### src/include/uevf_pkg.sv
// Constants shared by the USB device event-flag block.
package uevf_pkg;

	// Register byte offsets on the bus
	localparam logic [7:0] OFS_STATUS = 8'h00;
	localparam logic [7:0] OFS_ENABLE = 8'h04;
	localparam logic [7:0] OFS_CLEAR = 8'h08;
	localparam logic [7:0] OFS_SET = 8'h0c;

	// Flag field positions
	localparam int NFLAG = 14;
	localparam int BIT_FRAME = 0;
	localparam int BIT_EP0 = 1;
	localparam int BIT_BUS = 9;
	localparam int BIT_CMD = 10;
	localparam int BIT_REPLY = 11;
	localparam int BIT_RXD = 12;
	localparam int BIT_TXF = 13;

	// Values after reset
	localparam logic [13:0] STATUS_RST = 14'h0400;
	localparam logic [13:0] ENABLE_RST = 14'h0000;
	localparam logic [31:0] DATA_RST = 32'h0000_0000;

	// Frame tick timing
	localparam int unsigned FRAME_PERIOD_NS = 1000000;
	localparam int unsigned CLK_PERIOD_NS = 10;
	localparam int unsigned FRAME_CYCLES = FRAME_PERIOD_NS / CLK_PERIOD_NS;
	localparam int FRAME_W = 17;

	// Byte counter width of the engine's packet counts
	localparam int CNT_W = 10;

endpackage : uevf_pkg

### src/include/uevf_flag_if.sv
// Carrier between the bus front end and the flag store.
interface uevf_flag_if;

	// Hardware event pulses, one bit per flag
	logic [13:0] hw_set;
	// Set-port write mask
	logic [13:0] sw_set;
	// Clear-port write mask
	logic [13:0] sw_clr;
	// Current pending flags
	logic [13:0] flags;

	// Front end drives requests and reads flags
	modport ctrl (
		output hw_set,
		output sw_set,
		output sw_clr,
		input flags
	);

	// Store takes requests and shows flags
	modport store (
		input hw_set,
		input sw_set,
		input sw_clr,
		output flags
	);

endinterface : uevf_flag_if

### src/uevf_flags.sv
// Sticky event flag store, one flop per status bit.
module uevf_flags (
	// Clock and reset
	input wire logic clk_i,
	input wire logic rst_i,
	// Flag requests and state
	uevf_flag_if.store fl
);

	// Registered flags
	logic [13:0] flags_ff;
	// Next flag values
	logic [13:0] nxt_flags;

	// Each bit is its own sticky cell; only reset values differ
	genvar i;
	generate
		for (i = 0; i < uevf_pkg::NFLAG; i++) begin : g_flag
			// Set wins over clear, so an event never slips away
			always_comb begin
				nxt_flags[i] = fl.flags[i];
				if (fl.sw_clr[i]) begin
					nxt_flags[i] = 1'b0;
				end
				if (fl.sw_set[i] || fl.hw_set[i]) begin
					nxt_flags[i] = 1'b1;
				end
			end

			// Register the cell
			always_ff @(posedge clk_i) begin
				if (rst_i) begin
					flags_ff[i] <= uevf_pkg::STATUS_RST[i];
				end else begin
					flags_ff[i] <= nxt_flags[i];
				end
			end
		end
	endgenerate

	// Flags leave straight from the flops
	assign fl.flags = flags_ff;
endmodule : uevf_flags

### src/uevf_top.sv
// USB device event flags: Wishbone slave, event capture, interrupt.
module uevf_top #(
	// Frame tick period in clock cycles, shorten for simulation
	parameter int unsigned FRAME_CYCLES = uevf_pkg::FRAME_CYCLES
) (
	// Clock and reset
	input wire logic clk_i,
	input wire logic rst_i,
	// Wishbone classic slave
	input wire logic wb_cyc_i,
	input wire logic wb_stb_i,
	input wire logic wb_we_i,
	input wire logic [7:0] wb_adr_i,
	input wire logic [3:0] wb_sel_i,
	input wire logic [31:0] wb_dat_i,
	output logic [31:0] wb_dat_o,
	output logic wb_ack_o,
	// Endpoint event pulses, bit n for physical endpoint n
	input wire logic [7:0] ep_event_i,
	// Bus state change pulses
	input wire logic bus_reset_i,
	input wire logic suspend_chg_i,
	input wire logic connect_chg_i,
	// Command engine pulses
	input wire logic cmd_done_i,
	input wire logic reply_ready_i,
	// Packet byte counts from the engine
	input wire logic [9:0] rx_remaining_i,
	input wire logic [9:0] tx_written_i,
	input wire logic [9:0] transmit_length_i,
	// Interrupt to the processor
	output logic irq_o
);

	// Carrier to the flag store
	uevf_flag_if fl ();

	// Flag store instance
	uevf_flags u_flags (
		.clk_i(clk_i),
		.rst_i(rst_i),
		.fl(fl.store)
	);

	// ------------------------------------------------------------
	// Bus front end
	// ------------------------------------------------------------

	// Acknowledge flop
	logic ack_ff;
	logic nxt_ack;
	// Read data flop
	logic [31:0] rdata_ff;
	logic [31:0] nxt_rdata;
	// Enable mask register
	logic [13:0] enable_ff;
	logic [13:0] nxt_enable;
	// Request present on the bus
	logic req;
	// Write lands at the edge where the master sees ack
	logic wr_go;
	// Byte lane mask built from sel
	logic [31:0] lane_mask;
	// Masked write data
	logic [31:0] wdata_m;

	// Request qualifiers
	assign req = wb_cyc_i && wb_stb_i;
	assign wr_go = req && ack_ff && wb_we_i;

	// Byte lanes expand to a bit mask
	always_comb begin
		lane_mask = 32'h0;
		for (int b = 0; b < 4; b++) begin
			lane_mask[b*8 +: 8] = {8{wb_sel_i[b]}};
		end
		wdata_m = wb_dat_i & lane_mask;
	end

	// Ack rises one cycle after the request and drops after one cycle,
	// so back-to-back requests each see a fresh handshake
	always_comb begin
		nxt_ack = req && !ack_ff;
	end

	// Local copy of the data reset value, also the idle read data
	localparam logic [31:0] DATA_RST_C = uevf_pkg::DATA_RST;

	// Read data is captured with the ack so it is stable while ack is high
	always_comb begin
		nxt_rdata = DATA_RST_C;
		if (req && !ack_ff && !wb_we_i) begin
			if (wb_adr_i == uevf_pkg::OFS_STATUS) begin
				// Reserved bits read zero
				nxt_rdata = {18'h0, fl.flags};
			end else if (wb_adr_i == uevf_pkg::OFS_ENABLE) begin
				nxt_rdata = {18'h0, enable_ff};
			end else if (wb_adr_i == uevf_pkg::OFS_CLEAR) begin
				nxt_rdata = DATA_RST_C;
			end else if (wb_adr_i == uevf_pkg::OFS_SET) begin
				nxt_rdata = DATA_RST_C;
			end else begin
				// Unmapped offsets answer with zero
				nxt_rdata = DATA_RST_C;
			end
		end
	end

	// Enable mask: byte-lane merge, reserved bits never stored
	always_comb begin
		nxt_enable = enable_ff;
		if (wr_go && wb_adr_i == uevf_pkg::OFS_ENABLE) begin
			nxt_enable = (enable_ff & ~lane_mask[13:0]) | wdata_m[13:0];
		end
	end

	// Clear and set ports; a status write reaches neither
	always_comb begin
		fl.sw_clr = 14'h0;
		fl.sw_set = 14'h0;
		if (wr_go && wb_adr_i == uevf_pkg::OFS_CLEAR) begin
			fl.sw_clr = wdata_m[13:0];
		end else if (wr_go && wb_adr_i == uevf_pkg::OFS_SET) begin
			fl.sw_set = wdata_m[13:0];
		end
		// Writes to offset zero fall through untouched
	end

	// Bus registers
	always_ff @(posedge clk_i) begin
		if (rst_i) begin
			ack_ff <= 1'b0;
			rdata_ff <= uevf_pkg::DATA_RST;
			enable_ff <= uevf_pkg::ENABLE_RST;
		end else begin
			ack_ff <= nxt_ack;
			rdata_ff <= nxt_rdata;
			enable_ff <= nxt_enable;
		end
	end

	// Bus outputs come from flops
	assign wb_ack_o = ack_ff;
	assign wb_dat_o = rdata_ff;

	// ------------------------------------------------------------
	// Event capture
	// ------------------------------------------------------------

	// Frame period counter
	logic [16:0] frame_cnt_ff;
	logic [16:0] nxt_frame_cnt;
	// Last seen receive remaining count
	logic [9:0] rx_prev_ff;
	logic [9:0] nxt_rx_prev;
	// Transmit count matched length last cycle
	logic tx_eq_ff;
	logic nxt_tx_eq;
	// Combinational event terms
	logic frame_tick;
	logic tx_eq;
	// Last count of the frame period
	localparam logic [16:0] FRAME_LAST = 17'(FRAME_CYCLES - 1);

	// Frame counter wraps once per millisecond
	always_comb begin
		frame_tick = (frame_cnt_ff == FRAME_LAST);
		if (frame_tick) begin
			nxt_frame_cnt = 17'h0;
		end else begin
			nxt_frame_cnt = frame_cnt_ff + 17'h1;
		end
	end

	// Transmit fill only counts once per match; a length of zero never
	// matches, so an idle engine cannot keep raising the flag
	always_comb begin
		tx_eq = (tx_written_i == transmit_length_i) &&
			(transmit_length_i != 10'h0);
		nxt_tx_eq = tx_eq;
		nxt_rx_prev = rx_remaining_i;
	end

	// Gather every source into the flag layout
	always_comb begin
		fl.hw_set = 14'h0;
		fl.hw_set[uevf_pkg::BIT_FRAME] = frame_tick;
		fl.hw_set[uevf_pkg::BIT_EP0 +: 8] = ep_event_i;
		fl.hw_set[uevf_pkg::BIT_BUS] =
			bus_reset_i || suspend_chg_i || connect_chg_i;
		fl.hw_set[uevf_pkg::BIT_CMD] = cmd_done_i;
		fl.hw_set[uevf_pkg::BIT_REPLY] = reply_ready_i;
		// Drained when the count steps down onto zero
		fl.hw_set[uevf_pkg::BIT_RXD] =
			(rx_prev_ff != 10'h0) && (rx_remaining_i == 10'h0);
		fl.hw_set[uevf_pkg::BIT_TXF] = tx_eq && !tx_eq_ff;
	end

	// Event tracking registers
	always_ff @(posedge clk_i) begin
		if (rst_i) begin
			frame_cnt_ff <= 17'h0;
			rx_prev_ff <= 10'h0;
			tx_eq_ff <= 1'b0;
		end else begin
			frame_cnt_ff <= nxt_frame_cnt;
			rx_prev_ff <= nxt_rx_prev;
			tx_eq_ff <= nxt_tx_eq;
		end
	end

	// ------------------------------------------------------------
	// Interrupt line
	// ------------------------------------------------------------

	// Registered interrupt
	logic irq_ff;
	logic nxt_irq;

	// Only enabled flags reach the line; masked ones stay pending
	always_comb begin
		nxt_irq = |(fl.flags & enable_ff);
	end

	// Interrupt flop keeps the output glitch free
	always_ff @(posedge clk_i) begin
		if (rst_i) begin
			irq_ff <= 1'b0;
		end else begin
			irq_ff <= nxt_irq;
		end
	end

	assign irq_o = irq_ff;
endmodule : uevf_top

### config.mk
export PLATFORM = sky130hd
export DESIGN_NAME = uevf_top
export DESIGN_NICKNAME = d
export VERILOG_FILES = /design/src/include/uevf_pkg.sv /design/src/include/uevf_flag_if.sv /design/src/uevf_flags.sv /design/src/uevf_top.sv
export SDC_FILE = /design/constraint.sdc
export NUM_CORES = 1
export LEC_CHECK = 0
export BUFFER_PORTS_ARGS = -buffer_cell sky130_fd_sc_hd__clkbuf_2
export CAP_MARGIN = 20
export CELL_PAD_IN_SITES_DETAIL_PLACEMENT = 1
export CELL_PAD_IN_SITES_GLOBAL_PLACEMENT = 1
export CORE_MARGIN = 2
export CORE_UTILIZATION = 38
export CTS_CLUSTER_DIAMETER = 150
export DETAILED_ROUTE_END_ITERATION = 8
export PLACE_DENSITY_LB_ADDON = 0.1
export SYNTH_ARGS = -nofsm -noshare
export SYNTH_HDL_FRONTEND = slang
export SYNTH_SLANG_ARGS = --single-unit
export TNS_END_PERCENT = 100
### constraint.sdc
create_clock -name clk_i -period 3.9 [get_ports clk_i]
set_input_delay 0.78 -clock clk_i [delete_from_list [all_inputs] [get_ports clk_i]]
set_output_delay 0.78 -clock clk_i [all_outputs]
set_load 0.05 [all_outputs]
Word level (Yosys, flattened, before mapping)
Cells that the tools add are included.
{ "classes": {"add_sub_neg": 1, "eq_ne": 5, "muxes": 31, "n_bitwise": 6, "n_reduce_logical": 52} }
{ "op_table": {"columns": ["op", "count"], "rows": [
  ["$mux 14", 5],
  ["$and 14x14->14", 3],
  ["$mux 1", 26],
  ["$reduce_bool 2->1", 13],
  ["$reduce_bool 10->1", 2],
  ["$add 17x1->17 const B", 1],
  ["$eq 17x17->1 const B", 1],
  ["$eq 8x4->1 const B", 2],
  ["$logic_or 1x1->1", 16],
  ["$not 14->14", 1],
  ["$or 14x14->14", 1],
  ["$reduce_or 14->1", 1],
  ["$logic_and 1x1->1", 11],
  ["$eq 10x10->1", 1],
  ["$logic_not 10->1", 1],
  ["$eq 8x3->1 const B", 1],
  ["$logic_not 8->1", 1],
  ["$reduce_or 2->1", 3],
  ["$logic_not 1->1", 3],
  ["$reduce_or 3->1", 1],
  ["$not 1->1", 1]
]} }
{ "totals": {"regBits": 90, "out_inout_bits": 34} }

Logic depth before layout (Yosys ltp)
{ "depth": {"ltp_word": 8, "ltp_mapped": 6} }

Modules after synthesis
Synthesis repeated with hierarchy kept, for this count alone.
{ "hier_totals": {"cells_unflattened": 347, "area_unflattened_um2": 3178.0} }
{ "modules_own_cells": {"columns": ["module", "n_inst", "cells_each", "area_each_um2", "seq_area_each_um2"], "rows": [
  ["uevf_top", 1, 290, 2677.6, 1161.1],
  ["uevf_flags", 1, 57, 500.5, 280.3]
]} }

Worst setup path after synthesis
No wires, ideal clock.
{ "synth_path": {"path_kind": "input to register", "from": "input wb_adr_i[5]", "to": "register with a tool-made name", "setup_ns": 0.132, "arrival_time_ns": 2.051, "path_slack_ns": 1.716, "stages": 5, "n_path_buf": 1, "cell_sequence": "or4_4 -> or3_4 -> buf_6 -> o21ai_1 -> a21oi_1"} }
{ "synth_lines": {"columns": ["item", "line_no", "rtl"], "rows": [
  ["from (decl)", "uevf_top.sv:13", "input wire logic [7:0] wb_adr_i,"]
]} }

Final worst setup path
{ "layout_path": {"from": "input wb_adr_i[5]", "to": "register rdata_ff[13] (netlist: wb_dat_o[13])"} }
{ "layout_between": {"elab_chain_cells": 3, "word_cells_on_any_way": 4} }
{ "layout_lines": {"columns": ["item", "line_no", "rtl"], "rows": [
  ["$eq 8x3->1", "uevf_top.sv:96", "end else if (wb_adr_i == uevf_pkg::OFS_ENABLE) begin"],
  ["$mux 14", "uevf_top.sv:96", null],
  ["$mux 14 *", "uevf_top.sv:93", "if (wb_adr_i == uevf_pkg::OFS_STATUS) begin"],
  ["to (signal assigned)", "uevf_top.sv:133", "rdata_ff <= uevf_pkg::DATA_RST;"],
  ["to (signal assigned)", "uevf_top.sv:137", "rdata_ff <= nxt_rdata;"],
  ["to (decl)", "uevf_top.sv:53", "logic [31:0] rdata_ff;"]
]} }
Every way passes the cells marked *; elsewhere a longest branch is shown, timed or not.
A chain may end at the register's enable or synchronous reset.

==> run summary <==
In the post-synthesis netlist, the cell with the most instances is sky130_fd_sc_hd__dfxtp_1. The total power is 1.64 mW, and the floorplan die height is 97.1 microns. STA classifies the critical path startpoint as an input pin.

The transition at the pin with the smallest max-transition slack came out at 0.989 ns. The final layout contains routed wiring with a total length of 8360 microns. In this run the most critical hold path is launched from tx_eq_ff. In the global route stage, overall resource usage came out at 18.1%. The H-tree generated during clock tree synthesis spans 3 levels. The number of buffers inserted by port buffering is 87, and the part of the power in registers is 46.9%. Of all cell types, the one taking the most synthesized area is sky130_fd_sc_hd__dfxtp_1. For the accumulated negative setup slack, the log shows 0 ns. The most used flip-flop cell after synthesis is sky130_fd_sc_hd__dfxtp_1. Derived from the worst setup path, the maximum achievable clock frequency is 0.431 GHz.

Setup repair after global routing left no endpoint under its margin. At the end of routability-driven placement, the weighted congestion stood at 0.856. The Yosys step of the flow raised 0 warnings. The layout overhead on the synthesized area is 20.3%, and the effective utilization at floorplan is 39.7%. The tools report the register area as 1440 sq um.

The minimum clock period after layout is 2.32 ns. The largest voltage drop on the vdd net came out at 182 uV. The first global-routing pass estimated 14,000 microns of wire. For this design the total switching power over the nets is 405 uW. For this block, the initial DRC count from the detailed router was 116. TritonCTS created 9 clock buffers. Counting cells, the worst reg-to-reg path comes to 4.

Once the clock tree was built, the resizer swapped 0 gates to a different size. The number of global-route vias before repair was 2,980; the number of ports placed on the die boundary was 126. In the post-route analysis, the smallest setup slack over all paths is 1.58 ns.

The number of vias in the routed layout is 2,966. Along the worst path, the maximum fanout reaches 14. Combinational fraction of design power: 9.2%. The root buffer cell was sky130_fd_sc_hd__clkbuf_8. The tools report the clock insertion delay at the later pin of the skew report as 0.35 ns. The share of total power in the clock network is 44.0%, and the number of cells produced by synthesis is 375. The tools report the total congestion overflow after global routing as 0. Once layout is done, the placed cells without fillers occupy 3960 sq um. After detailed routing, the number of remaining DRC violations is 0. The worst register-to-register path begins at wb_ack_o. The fraction of registers with async set or reset after synthesis is 0%. The netlist uses 49 different library cells. The run finished with clean final reports. In the routed layout, each cell is associated on average with a via count of 5.22.

The count of endpoints failing hold in the final timing report is 0. The logs give 28 for the pin count of the biggest net entering global routing and 1.24 mW for the internal power. Of the cells placed in the final design, the portion with a size suffix greater than 1 is 24.2%. Sequential elements use 43.8% of the synthesized area. Headroom to the max-slew limit came out at 33.7%.

Setup violations remaining at the end of the flow were counted as 0. The synthesized design devotes to its leading area cell type 43.8% of total area. The average instance in the mapped netlist occupies 8.78 sq um. The net count of the finished layout is 551. Counting flops with a built-in enable in the synthesized netlist gives 0.

The slowest stage of the critical path is the sky130_fd_sc_hd__nor3_2 cell. The placed instances occupy a cell area of 3710 sq um. For the total area of multi-input combinational cells, the log shows 1620 sq um. The summed instance area of the synthesized netlist was 3290 sq um; the maximum number of buffers from clock root to sink was 2. The filler cells instantiated in the layout total 1,038. For the worst setup path, the data required time is 4.17 ns. The destination of the worst hold path was u_flags.fl.flags[13]. The finished layout holds 568 standard cells, fillers aside. Number of max-slew violations in the final report: 0.

The floorplan step defined a core boundary enclosing 8300 sq um. The tools report the count of standard-cell rows as 33. In this run the remaining antenna-violating nets after routing total 0. The logs give 0 for the number of hold-repair buffers added at the cts stage and 47.7% for the post-layout utilization of the core. After synthesis, the most frequently instantiated cells are 72 x sky130_fd_sc_hd__dfxtp_1, 35 x sky130_fd_sc_hd__nor2_1, 31 x sky130_fd_sc_hd__a21oi_1. The net switching fraction of the power is 24.7%. Data on the critical path arrives at its endpoint at 2.59 ns. The critical path is of the in -> reg type. Power spread over the standard cell area amounts to 415 nW/um^2. TritonCTS built the clock tree. Clock-pin slew reported for the worst setup and hold paths after clock tree synthesis: 0.07 ns.

The synthesized design contains 72 register bits. The final cycle utilization of the critical path is 59.4%. The clock arrives with 0.0110 ns of skew.

The tools report the setup slack of the worst register-to-register path as 1.90 ns. After detailed routing, the average wire length per cell comes to 14.7 microns. The first detailed-routing pass ran for 4 iterations. The number of cells on the worst hold path is 1.

The worst register-to-register path ends at u_flags.fl.flags[4]. The worst setup path is captured at a register. The worst hold path belongs to the class reg -> reg. The pre-CTS setup slack came out at 1.24 ns. The die is 97.1 microns wide. The logs give 0 for the number of antenna repair diodes and 1.57 nW for the leakage power figure. The die covers 9420 sq um. Worst slack on hold paths: 0.410 ns.

The tools report the clock sink count as 72. In this run, placement finished with an instance count of 552. The number of antenna violations at the first check in global routing came out at 0.

By area the synthesized netlist is led by sky130_fd_sc_hd__dfxtp_1 44%, sky130_fd_sc_hd__a21oi_1 4.7%, sky130_fd_sc_hd__buf_4 4.1%. Estimated wirelength of the detail-placed design: 6430 microns. Post-CTS timing repair inserted 0 buffers for setup. The max-capacitance violation count is 0, and the largest stage delay on the critical path is 0.77 ns. Walking the worst path, the cells encountered are clkbuf_2, or4_4, nor3_2, a22oi_1, nor2_1.
kinds of logic after synthesis:
logic type	after synthesis	synth area share, %
other	1	0.114
buffers and inverters	52	8.82
DFF	72	43.8
adders and majority gates	1	0.380
AOI/OAI and AO/OA	88	17.3
and+or+nand+nor	139	23.7
xor gates and xnor gates	22	5.86
worst max-delay path: cells and delay by family:
family                 cells  cell delay, ns
AOI/OAI and AO/OA          1            0.20
and+or+nand+nor            3            1.50
buffers and inverters      1            0.09
metal layers:
metal  wire length (microns)  track usage, %  part of all wire, %
met3                     318            2.95                  3.8
met4                     149            6.50                  1.8
met5                       0               0                    0
met1                    3650            21.9                   44
met2                    4240            32.3                   51
power groups by stage:
stage	Combinational [mW]	Clock (mW)	Sequential, mW
2_1_floorplan	0.107	0	0.783
3_3_place_gp	0.148	0	0.785
3_5_place_dp	0.152	0	0.787
4_1_cts	0.152	0.742	0.770
5_1_grt	0.167	0.775	0.773
6_report	0.150	0.723	0.770
how the worst max path moves through the flow:
stage | from | to | cells after the start
floorplan | wb_adr_i[5] | register | 5
global placement | wb_adr_i[5] | wb_dat_o[0] | 5
finish | wb_adr_i[5] | wb_dat_o[13] | 5
CTS | wb_adr_i[5] | wb_dat_o[13] | 5
global route | wb_adr_i[5] | wb_dat_o[10] | 5
detailed placement | wb_adr_i[5] | wb_dat_o[13] | 5
cells in the final DEF, fill, tap and decap left out, drive strengths merged, types with 13 or more instances in the layout:
master / synthesis / routed
o21ai: 20 / 20
nand3: 20 / 20
dfxtp: 72 / 72
a22oi: 16 / 16
clkbuf: 8 / 97
nor2: 36 / 36
a21oi: 31 / 31
nor4: 13 / 13
inv: 18 / 19
conb: 1 / 18
final cells by class:
class | instances | share of cell area (%)
well taps | 105 | 3.32
clock buffers | 10 | 3.22
repair buffers | 89 | 11.4
clock inverters | 6 | 2.94
inverters | 18 | 1.71
flip-flops and latches | 72 | 36.4
multi-input cells | 268 | 41.0
(Power assumes the default switching activity.)
